==> config.mk <==
export PLATFORM = sky130hd
export DESIGN_NAME = isq_sequencer
export DESIGN_NICKNAME = d
export VERILOG_FILES = /design/src/isq_pkg.sv /design/src/isq_sequencer.sv
export SDC_FILE = /design/constraint.sdc
export NUM_CORES = 1
export LEC_CHECK = 0
export ABC_AREA = 1
export BUFFER_PORTS_ARGS = -buffer_cell sky130_fd_sc_hd__buf_2
export CAP_MARGIN = 25
export CORE_ASPECT_RATIO = 0.7
export CORE_MARGIN = 2
export CORE_UTILIZATION = 25
export DETAILED_ROUTE_END_ITERATION = 10
export HOLD_SLACK_MARGIN = 0.06
export SLEW_MARGIN = 20
export SYNTH_ARGS = -nofsm -noshare
export SYNTH_HDL_FRONTEND = slang
export SYNTH_SLANG_ARGS = --single-unit
==> constraint.sdc <==
create_clock -name ref_clk_i -period 1.85 [get_ports ref_clk_i]
set_input_delay 0.37 -clock ref_clk_i [delete_from_list [all_inputs] [get_ports ref_clk_i]]
set_output_delay 0.37 -clock ref_clk_i [all_outputs]
set_load 0.005 [all_outputs]
==> src/isq_pkg.sv <==
// package of constants for the two-wire master sequencer
package isq_pkg;
   // register indexes on the plain register port
   localparam logic [2:0] ADDR_CMD = 3'h0;
   localparam logic [2:0] ADDR_STATUS = 3'h1;
   localparam logic [2:0] ADDR_RELOAD = 3'h2;
   localparam logic [2:0] ADDR_BUF = 3'h3;
   // command register field positions
   localparam int CMD_START = 0;
   localparam int CMD_RESTART = 1;
   localparam int CMD_RECEIVE = 3;
   localparam int CMD_ACKSEQ = 4;
   localparam int CMD_ACKDATA = 5;
   localparam int CMD_ACK_STATUS_BIT = 6;
   // status register field positions
   localparam int ST_BF = 0;
   localparam int ST_START_SEEN = 3;
   localparam int ST_IRQ = 4;
   localparam int ST_BCOL = 5;
   localparam int ST_WRITE_COLLISION_FLAG = 6;
   localparam int ST_OVF = 7;
   // reset values
   localparam logic [6:0] RELOAD_RST = 7'h09;
   localparam logic [7:0] BYTE_RST = 8'h00;
   // baud counter steps per system clock (two per instruction cycle)
   localparam int BAUD_STEP = 2;
   // sequencer states
   typedef enum logic [12:0] {
      ST_IDLE = 13'h0001,
      ST_S_WAIT = 13'h0002,
      ST_S_HOLD = 13'h0004,
      ST_R_LOW = 13'h0008,
      ST_R_SDA = 13'h0010,
      ST_R_SCLW = 13'h0020,
      ST_R_HIGH = 13'h0040,
      ST_R_SDALO = 13'h0080,
      ST_B_LOW = 13'h0100,
      ST_B_SCLW = 13'h0200,
      ST_B_HIGH = 13'h0400,
      ST_A_LOW = 13'h0800,
      ST_A_HIGH = 13'h1000
   } isq_state_t;
endpackage

==> src/isq_sequencer.sv <==
// two-wire master bus-condition and byte sequencer
//
// Added by the designer: the placing of the registers and the address-and-strobe port.
`timescale 1ns/1ps
module isq_sequencer (
   // clock and reset
   input wire logic ref_clk_i,
   input wire logic resetn_i,
   // register port
   input wire logic [2:0] reg_addr_i,
   input wire logic [7:0] reg_wdata_i,
   input wire logic reg_wr_i,
   input wire logic reg_rd_i,
   output logic [7:0] reg_rdata_o,
   // bus pins, open drain
   input wire logic scl_i,
   output logic scl_o,
   output logic scl_oe_o,
   input wire logic sda_i,
   output logic sda_o,
   output logic sda_oe_o
);
   ////////////////////////////////////////////////////////////////////////////
   // pin synchronisers: a change counts once stages two and three agree
   logic [2:0] scl_s_q;
   logic [2:0] sda_s_q;
   logic scl_q;
   logic sda_q;
   always_ff @(posedge ref_clk_i or negedge resetn_i) begin
      if (!resetn_i) begin
         scl_s_q <= 3'h7;
         sda_s_q <= 3'h7;
         scl_q <= 1'b1;
         sda_q <= 1'b1;
      end else begin
         scl_s_q <= {scl_s_q[1:0], scl_i};
         sda_s_q <= {sda_s_q[1:0], sda_i};
         if (scl_s_q[1] == scl_s_q[2]) begin
            scl_q <= scl_s_q[2];
         end
         if (sda_s_q[1] == sda_s_q[2]) begin
            sda_q <= sda_s_q[2];
         end
      end
   end

   ////////////////////////////////////////////////////////////////////////////
   // state, registers
   isq_pkg::isq_state_t state_q;
   logic [7:0] baud_q;
   logic [6:0] reload_q;
   logic [7:0] buf_q;
   logic [7:0] shreg_q;
   logic [3:0] bit_q;
   logic rx_q;
   logic start_cmd_q;
   logic restart_cmd_q;
   logic receive_cmd_q;
   logic ack_sequence_cmd_q;
   logic ack_data_bit_q;
   logic ack_status_bit_q;
   logic bf_q;
   logic start_seen_q;
   logic irq_q;
   logic bcol_q;
   logic write_collision_flag_q;
   logic ovf_q;
   logic scl_drive_q;
   logic sda_drive_q;
   logic [7:0] rdata_q;

   // the counter may step past zero in one clock; clamp so it lands on zero
   function automatic logic [7:0] baud_step(input logic [7:0] v);
      if (v <= 8'(isq_pkg::BAUD_STEP)) begin
         baud_step = 8'h00;
      end else begin
         baud_step = v - 8'(isq_pkg::BAUD_STEP);
      end
   endfunction

   logic cond_busy;
   logic wr_cmd;
   logic wr_buf;
   logic rd_buf;
   logic tmo;
   assign cond_busy = (state_q != isq_pkg::ST_IDLE);
   assign wr_cmd = reg_wr_i && (reg_addr_i == isq_pkg::ADDR_CMD);
   assign wr_buf = reg_wr_i && (reg_addr_i == isq_pkg::ADDR_BUF);
   assign rd_buf = reg_rd_i && (reg_addr_i == isq_pkg::ADDR_BUF);
   assign tmo = (baud_q == 8'h00);

   ////////////////////////////////////////////////////////////////////////////
   // sequencer
   always_ff @(posedge ref_clk_i or negedge resetn_i) begin
      if (!resetn_i) begin
         state_q <= isq_pkg::ST_IDLE;
         baud_q <= 8'h00;
         bit_q <= 4'h0;
         rx_q <= 1'b0;
         shreg_q <= isq_pkg::BYTE_RST;
         buf_q <= isq_pkg::BYTE_RST;
         start_cmd_q <= 1'b0;
         restart_cmd_q <= 1'b0;
         receive_cmd_q <= 1'b0;
         ack_sequence_cmd_q <= 1'b0;
         ack_data_bit_q <= 1'b0;
         ack_status_bit_q <= 1'b0;
         reload_q <= isq_pkg::RELOAD_RST;
         bf_q <= 1'b0;
         start_seen_q <= 1'b0;
         irq_q <= 1'b0;
         bcol_q <= 1'b0;
         write_collision_flag_q <= 1'b0;
         ovf_q <= 1'b0;
         scl_drive_q <= 1'b0;
         sda_drive_q <= 1'b0;
      end else begin
         if (!tmo) begin
            baud_q <= baud_step(baud_q);
         end
         // software writes; hardware sets below override clears (set wins)
         if (reg_wr_i && reg_addr_i == isq_pkg::ADDR_RELOAD) begin
            reload_q <= reg_wdata_i[6:0];
         end
         if (reg_wr_i && reg_addr_i == isq_pkg::ADDR_STATUS) begin
            irq_q <= reg_wdata_i[isq_pkg::ST_IRQ];
            bcol_q <= reg_wdata_i[isq_pkg::ST_BCOL];
            write_collision_flag_q <= reg_wdata_i[isq_pkg::ST_WRITE_COLLISION_FLAG];
            ovf_q <= reg_wdata_i[isq_pkg::ST_OVF];
         end
         if (wr_cmd) begin
            ack_data_bit_q <= reg_wdata_i[isq_pkg::CMD_ACKDATA];
         end
         // once idle after a transmit the flag is already clear, so idle reads are harmless
         if (rd_buf && (rx_q || !cond_busy)) begin
            bf_q <= 1'b0;
         end
         // buffer writes: refused while anything is in progress
         if (wr_buf) begin
            if (cond_busy) begin
               write_collision_flag_q <= 1'b1;
            end else begin
               buf_q <= reg_wdata_i;
               shreg_q <= reg_wdata_i;
               bf_q <= 1'b1;
               rx_q <= 1'b0;
               // first bit goes out now, while the clock is still held low
               sda_drive_q <= !reg_wdata_i[7];
               bit_q <= 4'h0;
               baud_q <= {1'b0, reload_q};
               scl_drive_q <= 1'b1;
               state_q <= isq_pkg::ST_B_LOW;
            end
         end else if (wr_cmd && !cond_busy) begin
            // commands accepted only when idle, events are not queued
            if (reg_wdata_i[isq_pkg::CMD_START]) begin
               start_cmd_q <= 1'b1;
               if (!sda_q || !scl_q) begin
                  bcol_q <= 1'b1;
                  start_cmd_q <= 1'b0;
               end else begin
                  baud_q <= {1'b0, reload_q};
                  state_q <= isq_pkg::ST_S_WAIT;
               end
            end else if (reg_wdata_i[isq_pkg::CMD_RESTART]) begin
               restart_cmd_q <= 1'b1;
               scl_drive_q <= 1'b1;
               state_q <= isq_pkg::ST_R_LOW;
            end else if (reg_wdata_i[isq_pkg::CMD_RECEIVE]) begin
               receive_cmd_q <= 1'b1;
               rx_q <= 1'b1;
               bit_q <= 4'h0;
               sda_drive_q <= 1'b0;
               baud_q <= {1'b0, reload_q};
               state_q <= isq_pkg::ST_B_LOW;
            end else if (reg_wdata_i[isq_pkg::CMD_ACKSEQ]) begin
               ack_sequence_cmd_q <= 1'b1;
               scl_drive_q <= 1'b1;
               sda_drive_q <= !reg_wdata_i[isq_pkg::CMD_ACKDATA];
               baud_q <= {1'b0, reload_q};
               state_q <= isq_pkg::ST_A_LOW;
            end
         end else begin
            case (state_q)
               isq_pkg::ST_IDLE: begin
               end
               isq_pkg::ST_S_WAIT: begin
                  if (!scl_q) begin
                     bcol_q <= 1'b1;
                     start_cmd_q <= 1'b0;
                     state_q <= isq_pkg::ST_IDLE;
                  end else if (!sda_q || tmo) begin
                     sda_drive_q <= 1'b1;
                     start_seen_q <= 1'b1;
                     baud_q <= {1'b0, reload_q};
                     state_q <= isq_pkg::ST_S_HOLD;
                  end
               end
               isq_pkg::ST_S_HOLD: begin
                  if (tmo) begin
                     start_cmd_q <= 1'b0;
                     irq_q <= 1'b1;
                     scl_drive_q <= 1'b1;
                     state_q <= isq_pkg::ST_IDLE;
                  end
               end
               isq_pkg::ST_R_LOW: begin
                  if (!scl_q) begin
                     baud_q <= {2'b00, reload_q[5:0]};
                     sda_drive_q <= 1'b0;
                     state_q <= isq_pkg::ST_R_SDA;
                  end
               end
               isq_pkg::ST_R_SDA: begin
                  if (tmo && sda_q) begin
                     scl_drive_q <= 1'b0;
                     state_q <= isq_pkg::ST_R_SCLW;
                  end
               end
               isq_pkg::ST_R_SCLW: begin
                  if (scl_q) begin
                     if (!sda_q) begin
                        bcol_q <= 1'b1;
                        restart_cmd_q <= 1'b0;
                        state_q <= isq_pkg::ST_IDLE;
                     end else begin
                        baud_q <= {1'b0, reload_q};
                        state_q <= isq_pkg::ST_R_HIGH;
                     end
                  end
               end
               isq_pkg::ST_R_HIGH: begin
                  if (!scl_q) begin
                     bcol_q <= 1'b1;
                     restart_cmd_q <= 1'b0;
                     state_q <= isq_pkg::ST_IDLE;
                  end else if (tmo) begin
                     sda_drive_q <= 1'b1;
                     start_seen_q <= 1'b1;
                     baud_q <= {1'b0, reload_q};
                     state_q <= isq_pkg::ST_R_SDALO;
                  end
               end
               isq_pkg::ST_R_SDALO: begin
                  if (tmo) begin
                     restart_cmd_q <= 1'b0;
                     irq_q <= 1'b1;
                     scl_drive_q <= 1'b1;
                     state_q <= isq_pkg::ST_IDLE;
                  end
               end
               isq_pkg::ST_B_LOW: begin
                  if (tmo) begin
                     scl_drive_q <= 1'b0;
                     state_q <= isq_pkg::ST_B_SCLW;
                  end
               end
               isq_pkg::ST_B_SCLW: begin
                  if (scl_q) begin
                     baud_q <= {1'b0, reload_q};
                     state_q <= isq_pkg::ST_B_HIGH;
                  end
               end
               isq_pkg::ST_B_HIGH: begin
                  if (tmo) begin
                     // falling edge of clock bit_q+1
                     scl_drive_q <= 1'b1;
                     bit_q <= bit_q + 4'h1;
                     baud_q <= {1'b0, reload_q};
                     state_q <= isq_pkg::ST_B_LOW;
                     if (rx_q) begin
                        shreg_q <= {shreg_q[6:0], sda_q};
                        if (bit_q == 4'h7) begin
                           buf_q <= {shreg_q[6:0], sda_q};
                           bf_q <= 1'b1;
                           ovf_q <= ovf_q | bf_q;
                           irq_q <= 1'b1;
                           baud_q <= 8'h00;
                           receive_cmd_q <= 1'b0;
                           rx_q <= 1'b0;
                           state_q <= isq_pkg::ST_IDLE;
                        end
                     end else if (bit_q == 4'h7) begin
                        bf_q <= 1'b0;
                        sda_drive_q <= 1'b0;
                     end else if (bit_q == 4'h8) begin
                        ack_status_bit_q <= sda_q;
                        irq_q <= 1'b1;
                        baud_q <= 8'h00;
                        state_q <= isq_pkg::ST_IDLE;
                     end else begin
                        sda_drive_q <= !shreg_q[3'h6 - bit_q[2:0]];
                     end
                  end
               end
               isq_pkg::ST_A_LOW: begin
                  if (tmo) begin
                     scl_drive_q <= 1'b0;
                     state_q <= isq_pkg::ST_A_HIGH;
                     baud_q <= 8'h00;
                  end
               end
               isq_pkg::ST_A_HIGH: begin
                  if (scl_q && baud_q == 8'h00 && !ack_sequence_cmd_q) begin
                     state_q <= isq_pkg::ST_IDLE;
                  end else if (scl_q && tmo && rx_q) begin
                     scl_drive_q <= 1'b1;
                     ack_sequence_cmd_q <= 1'b0;
                     rx_q <= 1'b0;
                     state_q <= isq_pkg::ST_IDLE;
                  end else if (scl_q && !rx_q) begin
                     baud_q <= {1'b0, reload_q};
                     rx_q <= 1'b1;
                  end
               end
               default: begin
                  state_q <= isq_pkg::ST_IDLE;
               end
            endcase
         end
      end
   end

   ////////////////////////////////////////////////////////////////////////////
   // read port: data stand one cycle after the strobe
   always_ff @(posedge ref_clk_i or negedge resetn_i) begin
      if (!resetn_i) begin
         rdata_q <= 8'h00;
      end else if (reg_rd_i) begin
         case (reg_addr_i)
            isq_pkg::ADDR_CMD: rdata_q <= {1'b0, ack_status_bit_q, ack_data_bit_q,
               ack_sequence_cmd_q, receive_cmd_q, 1'b0, restart_cmd_q, start_cmd_q};
            isq_pkg::ADDR_STATUS: rdata_q <= {ovf_q, write_collision_flag_q, bcol_q, irq_q,
               start_seen_q, 2'b00, bf_q};
            isq_pkg::ADDR_RELOAD: rdata_q <= {1'b0, reload_q};
            isq_pkg::ADDR_BUF: rdata_q <= buf_q;
            default: rdata_q <= 8'h00;
         endcase
      end else begin
         rdata_q <= 8'h00;
      end
   end

   assign reg_rdata_o = rdata_q;
   assign scl_o = 1'b0;
   assign scl_oe_o = scl_drive_q;
   assign sda_o = 1'b0;
   assign sda_oe_o = sda_drive_q;
endmodule

==> results.py <==
metrics = {
    "global_route": {
        "antenna_violations_before_repair": 0,
        "grt_use_total_pct": 19.9,
        "grt_start_max_net_pins": 38,
        "global_route_wire_length_before_repair_mm": 38.2,
        "via_count_of_the_first_global_routing_pass": 6826,
        "grt-ovfl-total": 0,
    },
    "final_layout": {
        "final_core_utilization_pct": 41.7,
        "final_nets": 1178,
        "n_fill_cell": 2342,
        "multiInputGateArea_mm2": 0.00414,
        "drive_above_1_share_pct": 44.2,
        "ff_latch_area_mm2": 0.00199,
        "num_antenna_cells": 0,
        "syn2layout_area_growth_pct": 61.8,
    },
    "power": {
        "power.sequential.fraction_pct": 24.6,
        "cell_internal_pwr_mw": 5.39,
        "leakagePower_nw": 4.72,
        "net-switching-power_mw": 4.33,
        "power.switching_fraction_pct": 44.6,
        "vdd.ir_drop.worst_uv": 644,
        "combinationalPowerShare_pct": 57.0,
        "power_density_mw_per_mm2": 1020,
        "clkPwrFrac_pct": 18.3,
    },
    "sta": {
        "max_slew.worst_pin.slew_ns": 0.561,
        "rsz0062_at_grt": "yes",
        "achievable-frequency_ghz": 0.453,
        "finalWorstPathRequiredPeriod_ns": 2.21,
        "worst_clock_skew_ns": 0.0108,
        "period_share_pct": 119,
        "final.setup.worst_slack_ns": -0.359,
        "slew_headroom_pct": 62.2,
        "maxSlewViolCount": 0,
        "setup_tns_ns": -9.32,
        "final-hold-violation-count": 0,
        "setup_viol_count_final": 52,
    },
    "clocking": {
        "clk_transition_reported_paths_ns": 0.07,
        "root_buffer": "sky130_fd_sc_hd__clkbuf_16",
        "insertion_delay_ns": 0.36,
        "tritoncts": "built",
        "cts_sinks": 79,
        "cts_buffers": 9,
        "clock_tree.htree_level_count": 3,
        "clockBufferDepth": 2,
    },
    "run_status": {
        "run_status": "finished with violations",
        "violations": "negative setup slack",
    },
    "drt": {
        "drtPass1Iterations": 6,
        "routed_wire_length_per_instance_um": 17.5,
        "totalWireLength_mm": 25.7,
        "dr_total_vias": 7476,
        "avgViaCountPerCell": 5.07,
        "antenna_violating_nets_post_route": 0,
        "drtIter0Drc": 823,
        "detail_route.drc_violations": 0,
    },
    "setup_path": {
        "reg2reg_to": "state_q[9]",
        "cp-end-kind": "register",
        "worst-r2r-cell-count": 14,
        "worstSetupStartpointType": "register",
        "worst-r2r-setup-slack_ns": -0.36,
        "crit-reg2reg-launch": "state_q[0]",
        "crit_type": "register to register",
        "worstPathArrival_ns": 2.47,
        "critical_path_required_ns": 2.11,
        "path_max_fanout": 7,
    },
    "floorplan": {
        "die_width_um": 187,
        "starting_density_of_the_core_pct": 25.8,
        "design.die.area_mm2": 0.0248,
        "ioPinCount": 29,
        "placementRows": 46,
        "die_h_um": 132,
        "core_region_area_mm2": 0.0228,
    },
    "synth": {
        "synth_instances": 889,
        "async_reset_ff_share_pct": 100,
        "synth_enable_flop_cells": 0,
        "synth_ff_type": "sky130_fd_sc_hd__dfrtp_1",
        "syn_area_per_cell_um2": 6.62,
        "synth_area_mm2": 0.00588,
        "yosys.cell_types.count": 52,
        "ys_seq_area_share_pct": 33.8,
        "yosys_warnings": 0,
        "synth_seq_cells": 79,
    },
    "job": {
        "drv_cap": 0,
    },
    "worst_hold_path": {
        "hold_path_class": "input pin to register",
        "hold_critical_path_depth": 1,
        "worstHoldStart": "scl_i",
        "min_delay_worst_endpoint": "scl_s_q[0]",
    },
    "placed_design": {
        "detailed_place_hpwl_mm": 19.2,
        "gp_congestion": 1.02,
        "io_buffer_count": 26,
        "pre_cts_slack_ns": -0.488,
    },
}
==> area by class of cell <==
| cell class | instances | share of cell area (%) |
|---|---|---|
| tap | 312 | 4.10 |
| timing repair buffer | 281 | 24.1 |
| clock buffer | 9 | 2.36 |
| inverter | 102 | 4.36 |
| clock inverter | 7 | 0.670 |
| multi-input combinational | 685 | 43.5 |
| sequential | 79 | 20.9 |
==> registers in the layout, summed over array words and instances (netlist names), 3 cells and up <==
name,count
sda_s_q,3
shreg_q,8
buf_q,8
reg_rdata_o,8
state_q,13
reload_q,7
scl_s_q,3
bit_q,4
baud_q,8
==> what timing repair did <==
item                                    CTS  global route
resized for setup                       139           167
buffers inserted                         27            28
endpoints found under the hold margin    19             0
endpoints found under the setup margin   52            54
pin swaps                                42            83
cloned                                    3             0
hold buffers                              1             0
==> Yosys cell counts (all sizes together) (2+ instances only) <==
| master | n | share of area, % |
|---|---|---|
| o211ai | 10 | 1.4 |
| a22oi | 2 | 0.26 |
| a31oi | 3 | 0.32 |
| buf | 10 | 1.5 |
| nand3 | 77 | 7.2 |
| a211oi | 2 | 0.26 |
| o21ai | 104 | 8.8 |
| nand3b | 5 | 0.64 |
| nand4 | 14 | 1.5 |
| o221ai | 2 | 0.30 |
| dfstp | 11 | 4.9 |
| a21oi | 36 | 3.2 |
| a221oi | 6 | 0.89 |
| nand2 | 261 | 18 |
| o2111ai | 2 | 0.30 |
| dfrtp | 68 | 29 |
| o22ai | 4 | 0.43 |
| nor2 | 113 | 9.0 |
| ha | 3 | 0.64 |
| inv | 101 | 6.4 |
| nor4 | 2 | 0.21 |
| nor3 | 21 | 2.0 |
| maj3 | 2 | 0.34 |
| clkbuf | 15 | 1.1 |
| or2 | 3 | 0.32 |
==> power groups by stage <==
stage	logic (mW)	registers [mW]	clock network (mW)
floorplan	2.36	2.32	0
global placement	4.27	2.38	0
detailed placement	4.30	2.37	0
CTS	4.78	2.35	1.81
global route	5.96	2.43	1.89
finish	5.54	2.39	1.78
==> worst max-delay path by stage <==
stage | start | endpoint | slack (ns) | cells after the start
final | state_q[0] | state_q[9] | -0.36 | 14
after global routing | state_q[0] | state_q[9] | -0.41 | 14
after global placement | state_q[7] | rx_q | -0.58 | 14
after CTS | state_q[11] | state_q[9] | -0.25 | 12
after detailed placement | state_q[7] | rx_q | -0.49 | 14
after floorplan | state_q[11] | state_q[9] | -0.03 | 12
==> metal layers <==
metal,wire (um),vias to the layer above,global-route usage [%]
met5,0,-,0
met4,471,0,4.59
met3,3100,55,6.33
li1,-,3485,-
met1,11600,3550,29.9
met2,10600,386,27.3
==> cell usage in the layout, fill, tap and decap left out, types with 25 or more instances in the layout <==
cell / n
sky130_fd_sc_hd__buf_4: 205
sky130_fd_sc_hd__nand2_1: 189
sky130_fd_sc_hd__inv_1: 83
sky130_fd_sc_hd__nor2_1: 69
sky130_fd_sc_hd__dfrtp_1: 65
sky130_fd_sc_hd__o21ai_0: 53
sky130_fd_sc_hd__nand3_1: 51
sky130_fd_sc_hd__nand2_2: 48
sky130_fd_sc_hd__buf_6: 42
sky130_fd_sc_hd__o21ai_1: 36
sky130_fd_sc_hd__a21oi_1: 28
sky130_fd_sc_hd__nor2_4: 26
sky130_fd_sc_hd__buf_2: 25
==> kinds of logic after synthesis <==
group	after synthesis	synth area share, %
AO/OA/AOI/OAI	177	17.0
XOR/XNOR	1	0.149
adder cells (fa/ha/maj)	5	0.978
buffers and inverters	127	9.10
flip-flops	79	33.8
multiplexers	1	0.170
other	1	0.0637
AND/OR/NAND/NOR	498	38.7
==> through the flow <==
| step | cell area (um^2) | hold WS, ns | total power [mW] | std cells |
|---|---|---|---|---|
| after floorplan | 5920 | 0.0744 | 4.68 | 890 |
| after global placement | 7880 | 0.333 | 6.65 | 1408 |
| after detailed placement | 7880 | 0.338 | 6.68 | 1408 |
| after CTS | 8810 | 0.0951 | 8.94 | 1454 |
| after global routing | 9520 | 0.0917 | 10.3 | 1475 |
| final | 9520 | 0.103 | 9.72 | 1475 |
==> critical path, cell delays in order, from the launching register on <==
cell and delay [ns]:
sky130_fd_sc_hd__dfstp_2 0.57, sky130_fd_sc_hd__nor2_4 0.05, sky130_fd_sc_hd__nand2_4 0.08, sky130_fd_sc_hd__nor2_4 0.04
sky130_fd_sc_hd__buf_12 0.14, sky130_fd_sc_hd__buf_6 0.11, sky130_fd_sc_hd__nand2_4 0.06, sky130_fd_sc_hd__buf_6 0.12
sky130_fd_sc_hd__clkinvlp_4 0.14, sky130_fd_sc_hd__o21ai_2 0.19, sky130_fd_sc_hd__nand2_2 0.09, sky130_fd_sc_hd__nor2_4 0.23
sky130_fd_sc_hd__nand2_4 0.14, sky130_fd_sc_hd__nand2_2 0.09, sky130_fd_sc_hd__nand2_1 0.05
Power figures use the tool's default switching activity.
